`src/pkg/fcso_pkg.sv`:
```
// Purpose: shared constants for fan slope and critical temperature override
// Assumes: 8-bit temperature codes in one encoding for readings, limits and start points
// Notes: slope table gives duty codes per degree, scaled by 16
package fcso_pkg;

  localparam int unsigned fcso_chan_n = 3;
  localparam int unsigned fcso_out_n = 3;

  // register offsets
  localparam logic [7:0] fcso_off_slope_r1 = 8'h5f;
  localparam logic [7:0] fcso_off_slope_loc = 8'h60;
  localparam logic [7:0] fcso_off_slope_r2 = 8'h61;
  localparam logic [7:0] fcso_off_hold = 8'h62;
  localparam logic [7:0] fcso_off_crit_r1 = 8'h6a;
  localparam logic [7:0] fcso_off_crit_loc = 8'h6b;
  localparam logic [7:0] fcso_off_crit_r2 = 8'h6c;
  localparam logic [7:0] fcso_off_hyst_a = 8'h6d;
  localparam logic [7:0] fcso_off_hyst_b = 8'h6e;

  // reset values
  localparam logic [7:0] fcso_rst_slope = 8'hc0;
  localparam logic [7:0] fcso_rst_hold = 8'h00;
  localparam logic [7:0] fcso_rst_crit = 8'ha4;
  localparam logic [7:0] fcso_rst_hyst_a = 8'h44;
  localparam logic [7:0] fcso_rst_hyst_b = 8'h40;

  // field positions
  localparam int unsigned fcso_slope_lsb = 4;
  localparam int unsigned fcso_hyst_hi_lsb = 4;
  localparam int unsigned fcso_hyst_lo_lsb = 0;
  localparam int unsigned fcso_hold_lsb = 5;

  // duty codes
  localparam logic [7:0] fcso_duty_full = 8'hff;
  localparam logic [7:0] fcso_duty_off = 8'h00;
  localparam int unsigned fcso_slope_frac = 4;

  // channel select codes
  localparam logic [1:0] fcso_sel_r1 = 2'h0;
  localparam logic [1:0] fcso_sel_loc = 2'h1;
  localparam logic [1:0] fcso_sel_r2 = 2'h2;

  // 170 duty codes across the range, in codes per degree times 16
  function automatic logic [10:0] fcso_slope16(input logic [3:0] code);
    logic [10:0] s;
    s = 11'h000;
    case (code)
      4'h0: s = 11'd1360;
      4'h1: s = 11'd1088;
      4'h2: s = 11'd816;
      4'h3: s = 11'd680;
      4'h4: s = 11'd544;
      4'h5: s = 11'd408;
      4'h6: s = 11'd340;
      4'h7: s = 11'd272;
      4'h8: s = 11'd204;
      4'h9: s = 11'd170;
      4'ha: s = 11'd136;
      4'hb: s = 11'd102;
      4'hc: s = 11'd85;
      4'hd: s = 11'd68;
      4'he: s = 11'd51;
      default: s = 11'd34;
    endcase
    return s;
  endfunction

endpackage

```
`src/fcso_crit.sv`:
```
// Purpose: one channel's critical temperature detector with release hysteresis
// Assumes: temperature and limit share one encoding
// Notes: zero hysteresis releases as soon as the reading drops below the limit
`timescale 1ns/1ps
`default_nettype none
module fcso_crit (
  input wire logic clock, // system clock
  input wire logic sys_rst, // async reset, high
  input wire logic [7:0] temp, // measured temperature
  input wire logic [7:0] limit, // critical temperature limit
  input wire logic [3:0] hyst, // release hysteresis
  output logic active // override request, registered
);

  logic active_ff;
  logic nxt_active;
  wire logic [7:0] hyst_ext = {4'h0, hyst};
  wire logic [7:0] release_thr = (limit > hyst_ext) ? (limit - hyst_ext) : 8'h00;
  wire logic over = temp > limit;
  wire logic under = temp < release_thr;

  // set on exceeding, clear only below limit minus hysteresis
  assign nxt_active = over ? 1'b1 : (under ? 1'b0 : active_ff);

  always_ff @(posedge clock or posedge sys_rst) begin
    if (sys_rst) begin
      active_ff <= 1'b0;
    end else begin
      active_ff <= nxt_active;
    end
  end

  assign active = active_ff;

endmodule // fcso_crit
`default_nettype wire

```
`src/fcso_fan.sv`:
```
// Purpose: one fan output's automatic duty from its temperature channel
// Assumes: start temperature, min and max duty come from outside
// Notes: a minimum above the maximum yields the maximum
`timescale 1ns/1ps
`default_nettype none
module fcso_fan (
  input wire logic clock, // system clock
  input wire logic sys_rst, // async reset, high
  input wire logic [7:0] temp, // selected channel temperature
  input wire logic [7:0] start_temp, // fan start temperature
  input wire logic [3:0] hyst, // switch-off hysteresis
  input wire logic [3:0] slope_code, // range code
  input wire logic [7:0] min_duty, // minimum duty code
  input wire logic [7:0] max_duty, // maximum duty code
  input wire logic hold_min, // keep minimum duty below start
  output logic [7:0] duty, // automatic duty, registered
  output logic running // fan on state, registered
);

  logic run_ff;
  logic nxt_run;
  logic [7:0] duty_ff;
  logic [7:0] nxt_duty;

  wire logic [7:0] hyst_ext = {4'h0, hyst};
  wire logic [7:0] off_thr = (start_temp > hyst_ext) ? (start_temp - hyst_ext) : 8'h00;
  wire logic above = temp > start_temp;
  wire logic below_off = temp < off_thr;
  wire logic [7:0] delta = above ? (temp - start_temp) : 8'h00;
  wire logic [10:0] slope16 = fcso_pkg::fcso_slope16(slope_code);
  // fixed slope from min duty, full duty at start + (255-min)*range/170
  wire logic [18:0] prod = 19'(delta * slope16);
  wire logic [14:0] inc = prod[18:fcso_pkg::fcso_slope_frac];
  wire logic [15:0] sum = 16'(min_duty) + 16'(inc);
  wire logic [7:0] ramp = (sum > 16'(fcso_pkg::fcso_duty_full)) ? fcso_pkg::fcso_duty_full : sum[7:0];
  wire logic [7:0] clamped = (ramp > max_duty) ? max_duty : ramp;

  // off only after falling hysteresis below start; hold keeps it on
  assign nxt_run = hold_min ? 1'b1 : (above ? 1'b1 : (below_off ? 1'b0 : run_ff));
  // starts at min duty above start, held at min below it when running
  assign nxt_duty = nxt_run ? clamped : fcso_pkg::fcso_duty_off;

  always_ff @(posedge clock or posedge sys_rst) begin
    if (sys_rst) begin
      run_ff <= 1'b0;
      duty_ff <= 8'h00;
    end else begin
      run_ff <= nxt_run;
      duty_ff <= nxt_duty;
    end
  end

  assign duty = duty_ff;
  assign running = run_ff;

endmodule // fcso_fan
`default_nettype wire

```
`src/fcso_top.sv`:
```
// Purpose: fan slope control and nonmaskable critical temperature override
// Assumes: register port driven by the serial host logic, one access per cycle
// Notes: duty outputs lag a temperature change by two clocks
// Contract
// - each channel keeps its own slope code in bits 7:4 of its register
// - codes 0..15 map to ranges 2 to 80 degrees, default code 1100
// - slope registers 0x5f remote one, 0x60 local, 0x61 remote two
// - with 33 percent minimum, full duty at start plus range
// - slope fixed; full duty at start plus (255-min)*range/170
// - any channel above its critical limit forces every fan to full duty
// - full duty holds until temperature falls below limit minus hysteresis
// - critical override cannot be masked by any fan control setting
// - critical limits at 0x6a, 0x6b, 0x6c, each resetting to 0xa4
// - hysteresis fields in 0x6d high/low and 0x6e high, default 4
// - four-bit hysteresis 1 to 15 degrees, zero disables it
// - below start, fan keeps running until a further hysteresis drop
// - same hysteresis serves fan switch-off and critical release
// - 0x62 bits 7:5 choose off or minimum duty below start
// - with hold set, switch-off hysteresis has no effect
// - bit 7 output three, bit 5 output one; one holds minimum duty
// - minimum duty is also the start duty above start temperature
`timescale 1ns/1ps
`default_nettype none
module fcso_top (
  input wire logic clock, // system clock
  input wire logic sys_rst, // async reset, high
  input wire logic reg_wr_en, // register write strobe
  input wire logic reg_rd_en, // register read strobe
  input wire logic [7:0] reg_addr, // register offset
  input wire logic [7:0] reg_wr_data, // write data
  output logic [7:0] reg_rd_data, // read data, held after a read
  input wire logic [7:0] temp_remote_one, // remote one temperature
  input wire logic [7:0] temp_local, // local temperature
  input wire logic [7:0] temp_remote_two, // remote two temperature
  input wire logic [7:0] fan_start_temp_remote_one, // remote one start temperature
  input wire logic [7:0] fan_start_temp_local, // local start temperature
  input wire logic [7:0] fan_start_temp_remote_two, // remote two start temperature
  input wire logic [7:0] min_duty_one, // output one minimum duty
  input wire logic [7:0] min_duty_two, // output two minimum duty
  input wire logic [7:0] min_duty_three, // output three minimum duty
  input wire logic [7:0] max_duty_one, // output one maximum duty
  input wire logic [7:0] max_duty_two, // output two maximum duty
  input wire logic [7:0] max_duty_three, // output three maximum duty
  input wire logic [1:0] fan_chan_sel_one, // channel driving output one
  input wire logic [1:0] fan_chan_sel_two, // channel driving output two
  input wire logic [1:0] fan_chan_sel_three, // channel driving output three
  output logic [7:0] fan_output_one, // output one duty code
  output logic [7:0] fan_output_two, // output two duty code
  output logic [7:0] fan_output_three, // output three duty code
  output logic [2:0] fan_running, // per-output on state
  output logic [2:0] critical_chan_status, // per-channel override state
  output logic critical_temp_signal // override forcing all fans
);

  localparam int unsigned chan_n = fcso_pkg::fcso_chan_n;
  localparam int unsigned out_n = fcso_pkg::fcso_out_n;

  // register storage
  logic [7:0] slope_r1_ff;
  logic [7:0] slope_loc_ff;
  logic [7:0] slope_r2_ff;
  logic [7:0] hold_ff;
  logic [7:0] crit_r1_ff;
  logic [7:0] crit_loc_ff;
  logic [7:0] crit_r2_ff;
  logic [7:0] hyst_a_ff;
  logic [7:0] hyst_b_ff;
  logic [7:0] rd_data_ff;
  logic [7:0] nxt_rd_data;

  // address decode
  wire logic hit_slope_r1 = reg_addr == fcso_pkg::fcso_off_slope_r1;
  wire logic hit_slope_loc = reg_addr == fcso_pkg::fcso_off_slope_loc;
  wire logic hit_slope_r2 = reg_addr == fcso_pkg::fcso_off_slope_r2;
  wire logic hit_hold = reg_addr == fcso_pkg::fcso_off_hold;
  wire logic hit_crit_r1 = reg_addr == fcso_pkg::fcso_off_crit_r1;
  wire logic hit_crit_loc = reg_addr == fcso_pkg::fcso_off_crit_loc;
  wire logic hit_crit_r2 = reg_addr == fcso_pkg::fcso_off_crit_r2;
  wire logic hit_hyst_a = reg_addr == fcso_pkg::fcso_off_hyst_a;
  wire logic hit_hyst_b = reg_addr == fcso_pkg::fcso_off_hyst_b;

  // reads of unmapped offsets return zero
  assign nxt_rd_data = hit_slope_r1 ? slope_r1_ff :
                       hit_slope_loc ? slope_loc_ff :
                       hit_slope_r2 ? slope_r2_ff :
                       hit_hold ? hold_ff :
                       hit_crit_r1 ? crit_r1_ff :
                       hit_crit_loc ? crit_loc_ff :
                       hit_crit_r2 ? crit_r2_ff :
                       hit_hyst_a ? hyst_a_ff :
                       hit_hyst_b ? hyst_b_ff :
                       8'h00;

  // default slope code 1100, limits 0xa4, hysteresis 4
  always_ff @(posedge clock or posedge sys_rst) begin
    if (sys_rst) begin
      slope_r1_ff <= fcso_pkg::fcso_rst_slope;
    end else if (reg_wr_en && hit_slope_r1) begin
      slope_r1_ff <= reg_wr_data;
    end
  end

  always_ff @(posedge clock or posedge sys_rst) begin
    if (sys_rst) begin
      slope_loc_ff <= fcso_pkg::fcso_rst_slope;
    end else if (reg_wr_en && hit_slope_loc) begin
      slope_loc_ff <= reg_wr_data;
    end
  end

  always_ff @(posedge clock or posedge sys_rst) begin
    if (sys_rst) begin
      slope_r2_ff <= fcso_pkg::fcso_rst_slope;
    end else if (reg_wr_en && hit_slope_r2) begin
      slope_r2_ff <= reg_wr_data;
    end
  end

  // per-output hold bits
  always_ff @(posedge clock or posedge sys_rst) begin
    if (sys_rst) begin
      hold_ff <= fcso_pkg::fcso_rst_hold;
    end else if (reg_wr_en && hit_hold) begin
      hold_ff <= reg_wr_data;
    end
  end

  // critical limits, one per channel
  always_ff @(posedge clock or posedge sys_rst) begin
    if (sys_rst) begin
      crit_r1_ff <= fcso_pkg::fcso_rst_crit;
    end else if (reg_wr_en && hit_crit_r1) begin
      crit_r1_ff <= reg_wr_data;
    end
  end

  always_ff @(posedge clock or posedge sys_rst) begin
    if (sys_rst) begin
      crit_loc_ff <= fcso_pkg::fcso_rst_crit;
    end else if (reg_wr_en && hit_crit_loc) begin
      crit_loc_ff <= reg_wr_data;
    end
  end

  always_ff @(posedge clock or posedge sys_rst) begin
    if (sys_rst) begin
      crit_r2_ff <= fcso_pkg::fcso_rst_crit;
    end else if (reg_wr_en && hit_crit_r2) begin
      crit_r2_ff <= reg_wr_data;
    end
  end

  // hysteresis pairs
  always_ff @(posedge clock or posedge sys_rst) begin
    if (sys_rst) begin
      hyst_a_ff <= fcso_pkg::fcso_rst_hyst_a;
    end else if (reg_wr_en && hit_hyst_a) begin
      hyst_a_ff <= reg_wr_data;
    end
  end

  always_ff @(posedge clock or posedge sys_rst) begin
    if (sys_rst) begin
      hyst_b_ff <= fcso_pkg::fcso_rst_hyst_b;
    end else if (reg_wr_en && hit_hyst_b) begin
      hyst_b_ff <= reg_wr_data;
    end
  end

  always_ff @(posedge clock or posedge sys_rst) begin
    if (sys_rst) begin
      rd_data_ff <= 8'h00;
    end else if (reg_rd_en) begin
      rd_data_ff <= nxt_rd_data;
    end
  end

  // per-channel arrays: index 0 remote one, 1 local, 2 remote two
  wire logic [7:0] ch_temp [chan_n];
  wire logic [7:0] ch_start [chan_n];
  wire logic [7:0] ch_limit [chan_n];
  wire logic [3:0] ch_hyst [chan_n];
  wire logic [3:0] ch_slope [chan_n];
  wire logic [chan_n-1:0] ch_crit;

  assign ch_temp[0] = temp_remote_one;
  assign ch_temp[1] = temp_local;
  assign ch_temp[2] = temp_remote_two;
  assign ch_start[0] = fan_start_temp_remote_one;
  assign ch_start[1] = fan_start_temp_local;
  assign ch_start[2] = fan_start_temp_remote_two;
  assign ch_limit[0] = crit_r1_ff;
  assign ch_limit[1] = crit_loc_ff;
  assign ch_limit[2] = crit_r2_ff;
  // hysteresis fields
  assign ch_hyst[0] = hyst_a_ff[fcso_pkg::fcso_hyst_hi_lsb +: 4];
  assign ch_hyst[1] = hyst_a_ff[fcso_pkg::fcso_hyst_lo_lsb +: 4];
  assign ch_hyst[2] = hyst_b_ff[fcso_pkg::fcso_hyst_hi_lsb +: 4];
  // one slope code per channel
  assign ch_slope[0] = slope_r1_ff[fcso_pkg::fcso_slope_lsb +: 4];
  assign ch_slope[1] = slope_loc_ff[fcso_pkg::fcso_slope_lsb +: 4];
  assign ch_slope[2] = slope_r2_ff[fcso_pkg::fcso_slope_lsb +: 4];

  genvar gc;
  generate
    for (gc = 0; gc < chan_n; gc++) begin : g_chan
      fcso_crit u_crit (
        .clock(clock),
        .sys_rst(sys_rst),
        .temp(ch_temp[gc]),
        .limit(ch_limit[gc]),
        .hyst(ch_hyst[gc]),
        .active(ch_crit[gc])
      );
    end
  endgenerate

  // per-output arrays
  wire logic [1:0] out_sel [out_n];
  wire logic [7:0] out_min [out_n];
  wire logic [7:0] out_max [out_n];
  wire logic [7:0] out_duty [out_n];
  wire logic [out_n-1:0] out_run;
  logic [7:0] fan_duty_ff [out_n];

  assign out_sel[0] = fan_chan_sel_one;
  assign out_sel[1] = fan_chan_sel_two;
  assign out_sel[2] = fan_chan_sel_three;
  assign out_min[0] = min_duty_one;
  assign out_min[1] = min_duty_two;
  assign out_min[2] = min_duty_three;
  assign out_max[0] = max_duty_one;
  assign out_max[1] = max_duty_two;
  assign out_max[2] = max_duty_three;

  // any channel in override; no mask exists
  wire logic any_crit = |ch_crit;

  genvar go;
  generate
    for (go = 0; go < out_n; go++) begin : g_out
      // selection 3 falls back to remote one
      wire logic [1:0] sel_idx = (out_sel[go] == fcso_pkg::fcso_sel_loc) ? fcso_pkg::fcso_sel_loc :
                                 (out_sel[go] == fcso_pkg::fcso_sel_r2) ? fcso_pkg::fcso_sel_r2 :
                                 fcso_pkg::fcso_sel_r1;
      // hold bit 5 for output one up to bit 7 for output three
      wire logic hold_bit = hold_ff[fcso_pkg::fcso_hold_lsb + go];

      fcso_fan u_fan (
        .clock(clock),
        .sys_rst(sys_rst),
        .temp(ch_temp[sel_idx]),
        .start_temp(ch_start[sel_idx]),
        .hyst(ch_hyst[sel_idx]),
        .slope_code(ch_slope[sel_idx]),
        .min_duty(out_min[go]),
        .max_duty(out_max[go]),
        .hold_min(hold_bit),
        .duty(out_duty[go]),
        .running(out_run[go])
      );

      // override forces full duty over max and automatic settings
      wire logic [7:0] nxt_fan_duty = any_crit ? fcso_pkg::fcso_duty_full : out_duty[go];

      always_ff @(posedge clock or posedge sys_rst) begin
        if (sys_rst) begin
          fan_duty_ff[go] <= 8'h00;
        end else begin
          fan_duty_ff[go] <= nxt_fan_duty;
        end
      end
    end
  endgenerate

  logic [2:0] run_ff;
  logic [2:0] crit_stat_ff;
  logic crit_sig_ff;

  always_ff @(posedge clock or posedge sys_rst) begin
    if (sys_rst) begin
      run_ff <= 3'h0;
      crit_stat_ff <= 3'h0;
      crit_sig_ff <= 1'b0;
    end else begin
      run_ff <= out_run;
      crit_stat_ff <= ch_crit;
      crit_sig_ff <= any_crit;
    end
  end

  assign reg_rd_data = rd_data_ff;
  assign fan_output_one = fan_duty_ff[0];
  assign fan_output_two = fan_duty_ff[1];
  assign fan_output_three = fan_duty_ff[2];
  assign fan_running = run_ff;
  assign critical_chan_status = crit_stat_ff;
  assign critical_temp_signal = crit_sig_ff;

endmodule // fcso_top
`default_nettype wire
```
`config.mk`:
```
export PLATFORM = sky130hd
export DESIGN_NAME = fcso_top
export DESIGN_NICKNAME = d
export VERILOG_FILES = /design/src/pkg/fcso_pkg.sv /design/src/fcso_crit.sv /design/src/fcso_fan.sv /design/src/fcso_top.sv
export SDC_FILE = /design/constraint.sdc
export NUM_CORES = 1
export LEC_CHECK = 0
export ABC_AREA = 1
export BUFFER_PORTS_ARGS = -buffer_cell sky130_fd_sc_hd__buf_2
export CAP_MARGIN = 20
export CORE_MARGIN = 1
export CORE_UTILIZATION = 50
export DETAILED_ROUTE_END_ITERATION = 6
export GPL_ROUTABILITY_DRIVEN = 1
export PLACE_DENSITY_LB_ADDON = 0.15
export SYNTH_ARGS = -nofsm -noshare
export SYNTH_HDL_FRONTEND = slang
export SYNTH_SLANG_ARGS = --single-unit
export TNS_END_PERCENT = 5
```
`constraint.sdc`:
```
create_clock -name clock -period 8.5 [get_ports clock]
set_input_delay 0.425 -clock clock [delete_from_list [all_inputs] [get_ports clock]]
set_output_delay 0.425 -clock clock [all_outputs]
set_load 0.005 [all_outputs]
```
==> reports/metrics.json <==
{
  "outcome": {"value": "finished with violations"},
  "failed_checks": {"value": "design-rule violations"},
  "grt_remaining_overflow": {"value": 0},
  "finalHoldWorstSlack": {"value": 0.05677, "unit": "ns"},
  "critical_path_class": {"value": "input port to flip-flop"},
  "maximum_number_of_pins_on_one_net_before_global_route_repair": {"value": 81},
  "setup_viol": {"value": 0},
  "end_kind": {"value": "flip-flop"},
  "proportion_of_synthesized_chip_area_in_sequential_cells": {"value": 15.88, "unit": "%"},
  "cap_viol_max_count": {"value": 0},
  "crit_path_start_kind": {"value": "input port"},
  "rsz0062_at_grt": {"value": "true"},
  "number_of_inserted_diodes": {"value": 0},
  "worst_path_most_repeated_cell": {"value": "sky130_fd_sc_hd__inv_2"},
  "clkLatencyLatePin": {"value": 0.49, "unit": "ns"},
  "fin_nets": {"value": 4486},
  "total_routing_resource_utilization_after_global_routing": {"value": 33.00, "unit": "%"},
  "use_met3": {"value": 5.873, "unit": "%"},
  "hold_viol": {"value": 0},
  "cts.sink_count": {"value": 141},
  "wl_per_cell": {"value": 16.88, "unit": "um"},
  "worst_hold_path_type": {"value": "input port to asynchronous set/reset pin"},
  "grt_util_met1": {"value": 45.11, "unit": "%"},
  "finalWeightedCongestion": {"value": 1.012},
  "critical_path.top_delay_family": {"value": "adder cells"},
  "initial_core_util": {"value": 50.68, "unit": "%"},
  "die-area": {"value": 45580, "unit": "um2"},
  "post-route-drc-count": {"value": 1},
  "post_cts_hold_buffer_count": {"value": 0},
  "syn-num-nets": {"value": 3746},
  "cpPeakStageDelay": {"value": 0.54, "unit": "ns"},
  "critPathRequiredTime": {"value": 8.88, "unit": "ns"},
  "dieWidth": {"value": 213.5, "unit": "um"},
  "yosys_register_bits": {"value": 141},
  "pwr_density_cell": {"value": 238.4, "unit": "nW/um2"},
  "die_height": {"value": 213.5, "unit": "um"},
  "mappedNetlistArea": {"value": 22360, "unit": "um2"},
  "timing.critical_path.depth": {"value": 59},
  "worst_slew_pin_slew": {"value": 1.027, "unit": "ns"},
  "slew_viol_final": {"value": 0},
  "max_freq": {"value": 0.1179, "unit": "GHz"},
  "grt_antenna_before_repair": {"value": 0},
  "io_buffer_count": {"value": 160},
  "setup.worst_path.start": {"value": "fan_chan_sel_three[0]"},
  "skew": {"value": 0.01497, "unit": "ns"},
  "register_to_register_path_depth": {"value": 41},
  "first_iter_violations": {"value": 1885},
  "detailed_place_hpwl": {"value": 60830, "unit": "um"},
  "ys_types": {"value": 62},
  "num_rows": {"value": 77},
  "final.min_clock_period": {"value": 8.479, "unit": "ns"},
  "rr_startpoint": {"value": "slope_loc_ff[5]"},
  "design.core.area": {"value": 44120, "unit": "um2"},
  "tritoncts.num_buffers": {"value": 17},
  "tns": {"value": 0, "unit": "ns"},
  "cts.reportedPaths.clkPinSlew": {"value": 0.07, "unit": "ns"},
  "crit_arrival": {"value": 8.85, "unit": "ns"},
  "drt.antenna.violating_nets": {"value": 0},
  "max-slew-margin-rel": {"value": 31.53, "unit": "%"},
  "critPathSlowestCell": {"value": "sky130_fd_sc_hd__fa_1"},
  "critPathBufInv": {"value": 17},
  "power.static_leakage": {"value": 16.11, "unit": "nW"},
  "max-vdd-ir-drop": {"value": 0.4855, "unit": "mV"},
  "critical_path.max_fanout": {"value": 8},
  "yosys-top-cells-area": {"value": "sky130_fd_sc_hd__ha_1 16%, sky130_fd_sc_hd__fa_1 15%, sky130_fd_sc_hd__dfrtp_1 14%, sky130_fd_sc_hd__nand2_1 11%, sky130_fd_sc_hd__inv_1 11%"},
  "drt-total-wl": {"value": 76240, "unit": "um"},
  "ys_warn_count": {"value": 0},
  "area_growth": {"value": 38.36, "unit": "%"},
  "grt.met2_usage": {"value": 52.98, "unit": "%"},
  "crit_end": {"value": "g_out[2].u_fan.duty[1]"},
  "clockBufferDepth": {"value": 2},
  "cts-root-buf": {"value": "sky130_fd_sc_hd__clkbuf_16"},
  "vias_per_cell": {"value": 5.310},
  "h-tree-depth": {"value": 4},
  "rrSetupSlack": {"value": 0.09, "unit": "ns"},
  "tritoncts": {"value": "yes"},
  "detail_route.first_pass.iterations": {"value": 7},
  "synth_area_per_cell": {"value": 7.052, "unit": "um2"},
  "vias_in_the_first_global_route": {"value": 23187},
  "drive_above_1_share": {"value": 31.12, "unit": "%"},
  "reg2reg_to": {"value": "g_out[1].u_fan.duty[0]"},
  "post-route-period-util": {"value": 99.75, "unit": "%"},
  "netlist_instances": {"value": 3171},
  "synth_largest_type_area_fraction": {"value": 15.78, "unit": "%"},
  "vias": {"value": 23981},
  "synth.largest_area_cell": {"value": "sky130_fd_sc_hd__ha_1"},
  "boundaryPins": {"value": 161},
  "grt_busiest_layer": {"value": "met2"},
  "global_route_wire_length_before_repair": {"value": 117000, "unit": "um"}
}
## where the power goes
| group | internal, mW | switching (mW) |
|---|---|---|
| combinational | 2.59 | 3.16 |
| clock | 0.470 | 0.352 |
| sequential | 0.758 | 0.0456 |
| total | 3.82 | 3.56 |
## per-layer routing
metal	vias to the layer above	share of wire [%]
li1	11653	-
met1	11428	44
met2	776	46
met3	124	7.0
met4	0	2.4
met5	-	0
## cell type report
class | count | area [um2]
clock buffers | 17 | 425.4
clock inverters | 15 | 201.4
fillers | 3720 | 13180
inverters | 650 | 2515
multi-input cells | 2351 | 18010
flip-flops and latches | 141 | 3553
well taps | 592 | 740.7
repair buffers | 750 | 5494
## logic make-up (layout without fill, tap and decap cells)
group | Yosys count | count (layout) | share of synthesized area, %
compound gates | 508 | 509 | 13.30
xor+xnor | 64 | 64 | 2.540
fa+ha+maj | 453 | 453 | 31.09
buf+inv | 680 | 1432 | 11.62
flops | 141 | 141 | 15.88
simple gates | 1325 | 1325 | 25.57
## per-stage QoR
| stage | std cells | util [%] | setup WS (ns) | cell area, um2 | power, mW |
|---|---|---|---|---|---|
| floorplan | 3171 | - | -0.02755 | 22580 | 3.650 |
| global placement | 4412 | 63.26 | -0.8461 | 27920 | 5.313 |
| detailed placement | 4412 | 63.26 | -1.068 | 27920 | 5.417 |
| CTS | 4453 | 65.33 | -0.001030 | 28830 | 6.474 |
| global route | 4516 | 70.12 | -0.3338 | 30940 | 8.017 |
| finish | 4516 | 70.12 | 0.02093 | 30940 | 7.378 |
## worst min path at each step
| stage | startpoint | end | slack (ns) |
|---|---|---|---|
| after global placement | g_out[0].u_fan.running | fan_running[0] | 0.36 |
| after global routing | sys_rst | fan_output_one[3] | 0.13 |
| after floorplan | g_out[0].u_fan.running | fan_running[0] | 0.35 |
| after CTS | sys_rst | fan_output_one[0] | 0.1 |
| final | sys_rst | fan_output_one[3] | 0.06 |
| after detailed placement | g_out[1].u_fan.running | fan_running[1] | 0.36 |
## registers in the layout, indices dropped and copies added (netlist names), 8 cells and up
signal	cells
hold_ff	8
reg_rd_data	8
g_out.u_fan.duty	24
slope_r1_ff	8
slope_loc_ff	8
crit_r1_ff	8
crit_loc_ff	8
slope_r2_ff	8
fan_output_two	8
fan_output_three	8
crit_r2_ff	8
hyst_a_ff	8
fan_output_one	8
hyst_b_ff	8
## synth_stat cells (all sizes together)
| cell type | instances |
|---|---|
| o21bai | 15 |
| buf | 12 |
| nor2 | 359 |
| and2 | 4 |
| nand3b | 8 |
| o21ai | 169 |
| a21oi | 200 |
| a2111oi | 2 |
| dfstp | 18 |
| o21a | 5 |
| nor3 | 35 |
| a22o | 1 |
| o221ai | 25 |
| nand3 | 172 |
| clkbuf | 18 |
| a211oi | 6 |
| nand4 | 33 |
| a21o | 7 |
| o31ai | 10 |
| ha | 282 |
| a32oi | 1 |
| a221o | 1 |
| xor2 | 50 |
| nor4 | 6 |
| o2111ai | 5 |
| a221oi | 13 |
| xnor2 | 14 |
| o22ai | 27 |
| nand2 | 666 |
| a21boi | 2 |
| o41ai | 2 |
| o211ai | 13 |
| clkinv | 1 |
| inv | 649 |
| dfrtp | 123 |
| or2 | 39 |
| fa | 171 |
| a31oi | 4 |
| and3 | 3 |
## cells in the final DEF, fill, tap and decap left out, types with 19 or more instances in the layout
| cell | netlist | layout |
|---|---|---|
| sky130_fd_sc_hd__or2_2 | 38 | 35 |
| sky130_fd_sc_hd__xor2_1 | 50 | 46 |
| sky130_fd_sc_hd__dfrtp_1 | 123 | 121 |
| sky130_fd_sc_hd__ha_1 | 282 | 241 |
| sky130_fd_sc_hd__nor2_2 | 11 | 36 |
| sky130_fd_sc_hd__nand2_2 | 15 | 35 |
| sky130_fd_sc_hd__inv_1 | 633 | 584 |
| sky130_fd_sc_hd__nand3_2 | 10 | 32 |
| sky130_fd_sc_hd__clkbuf_16 | 0 | 19 |
| sky130_fd_sc_hd__buf_4 | 5 | 563 |
| sky130_fd_sc_hd__inv_2 | 15 | 48 |
| sky130_fd_sc_hd__o21ai_0 | 159 | 138 |
| sky130_fd_sc_hd__nand4_1 | 33 | 33 |
| sky130_fd_sc_hd__nor3_1 | 34 | 25 |
| sky130_fd_sc_hd__a21oi_1 | 197 | 149 |
| sky130_fd_sc_hd__ha_4 | 0 | 38 |
| sky130_fd_sc_hd__fa_1 | 171 | 165 |
| sky130_fd_sc_hd__buf_2 | 2 | 155 |
| sky130_fd_sc_hd__nor2_4 | 5 | 22 |
| sky130_fd_sc_hd__a21oi_2 | 2 | 42 |
| sky130_fd_sc_hd__nor2_1 | 342 | 300 |
| sky130_fd_sc_hd__nand2_1 | 646 | 611 |
| sky130_fd_sc_hd__o22ai_1 | 27 | 21 |
| sky130_fd_sc_hd__nand3_1 | 160 | 129 |
## worst register-to-register path: cells and delay by family, from the launching register on
family,cells,cell delay [ns]
adder cells (fa/ha/maj),8,3.20
AND/OR/NAND/NOR,15,2.04
AO/OA/AOI/OAI,9,1.50
buffers and inverters,8,0.96
flip-flops,1,0.44
XOR/XNOR,1,0.16
## repair_timing
| action | 4_1_cts | 5_1_grt |
|---|---|---|
| cloned | 1 | 2 |
| buffers inserted | 8 | 61 |
| endpoints found under the setup margin | 24 | 24 |
| endpoints found under the hold margin | 0 | 0 |
| resized for setup | 43 | 361 |
| pin swaps | 23 | 180 |
Note: power is estimated with default switching activity, not from simulation.
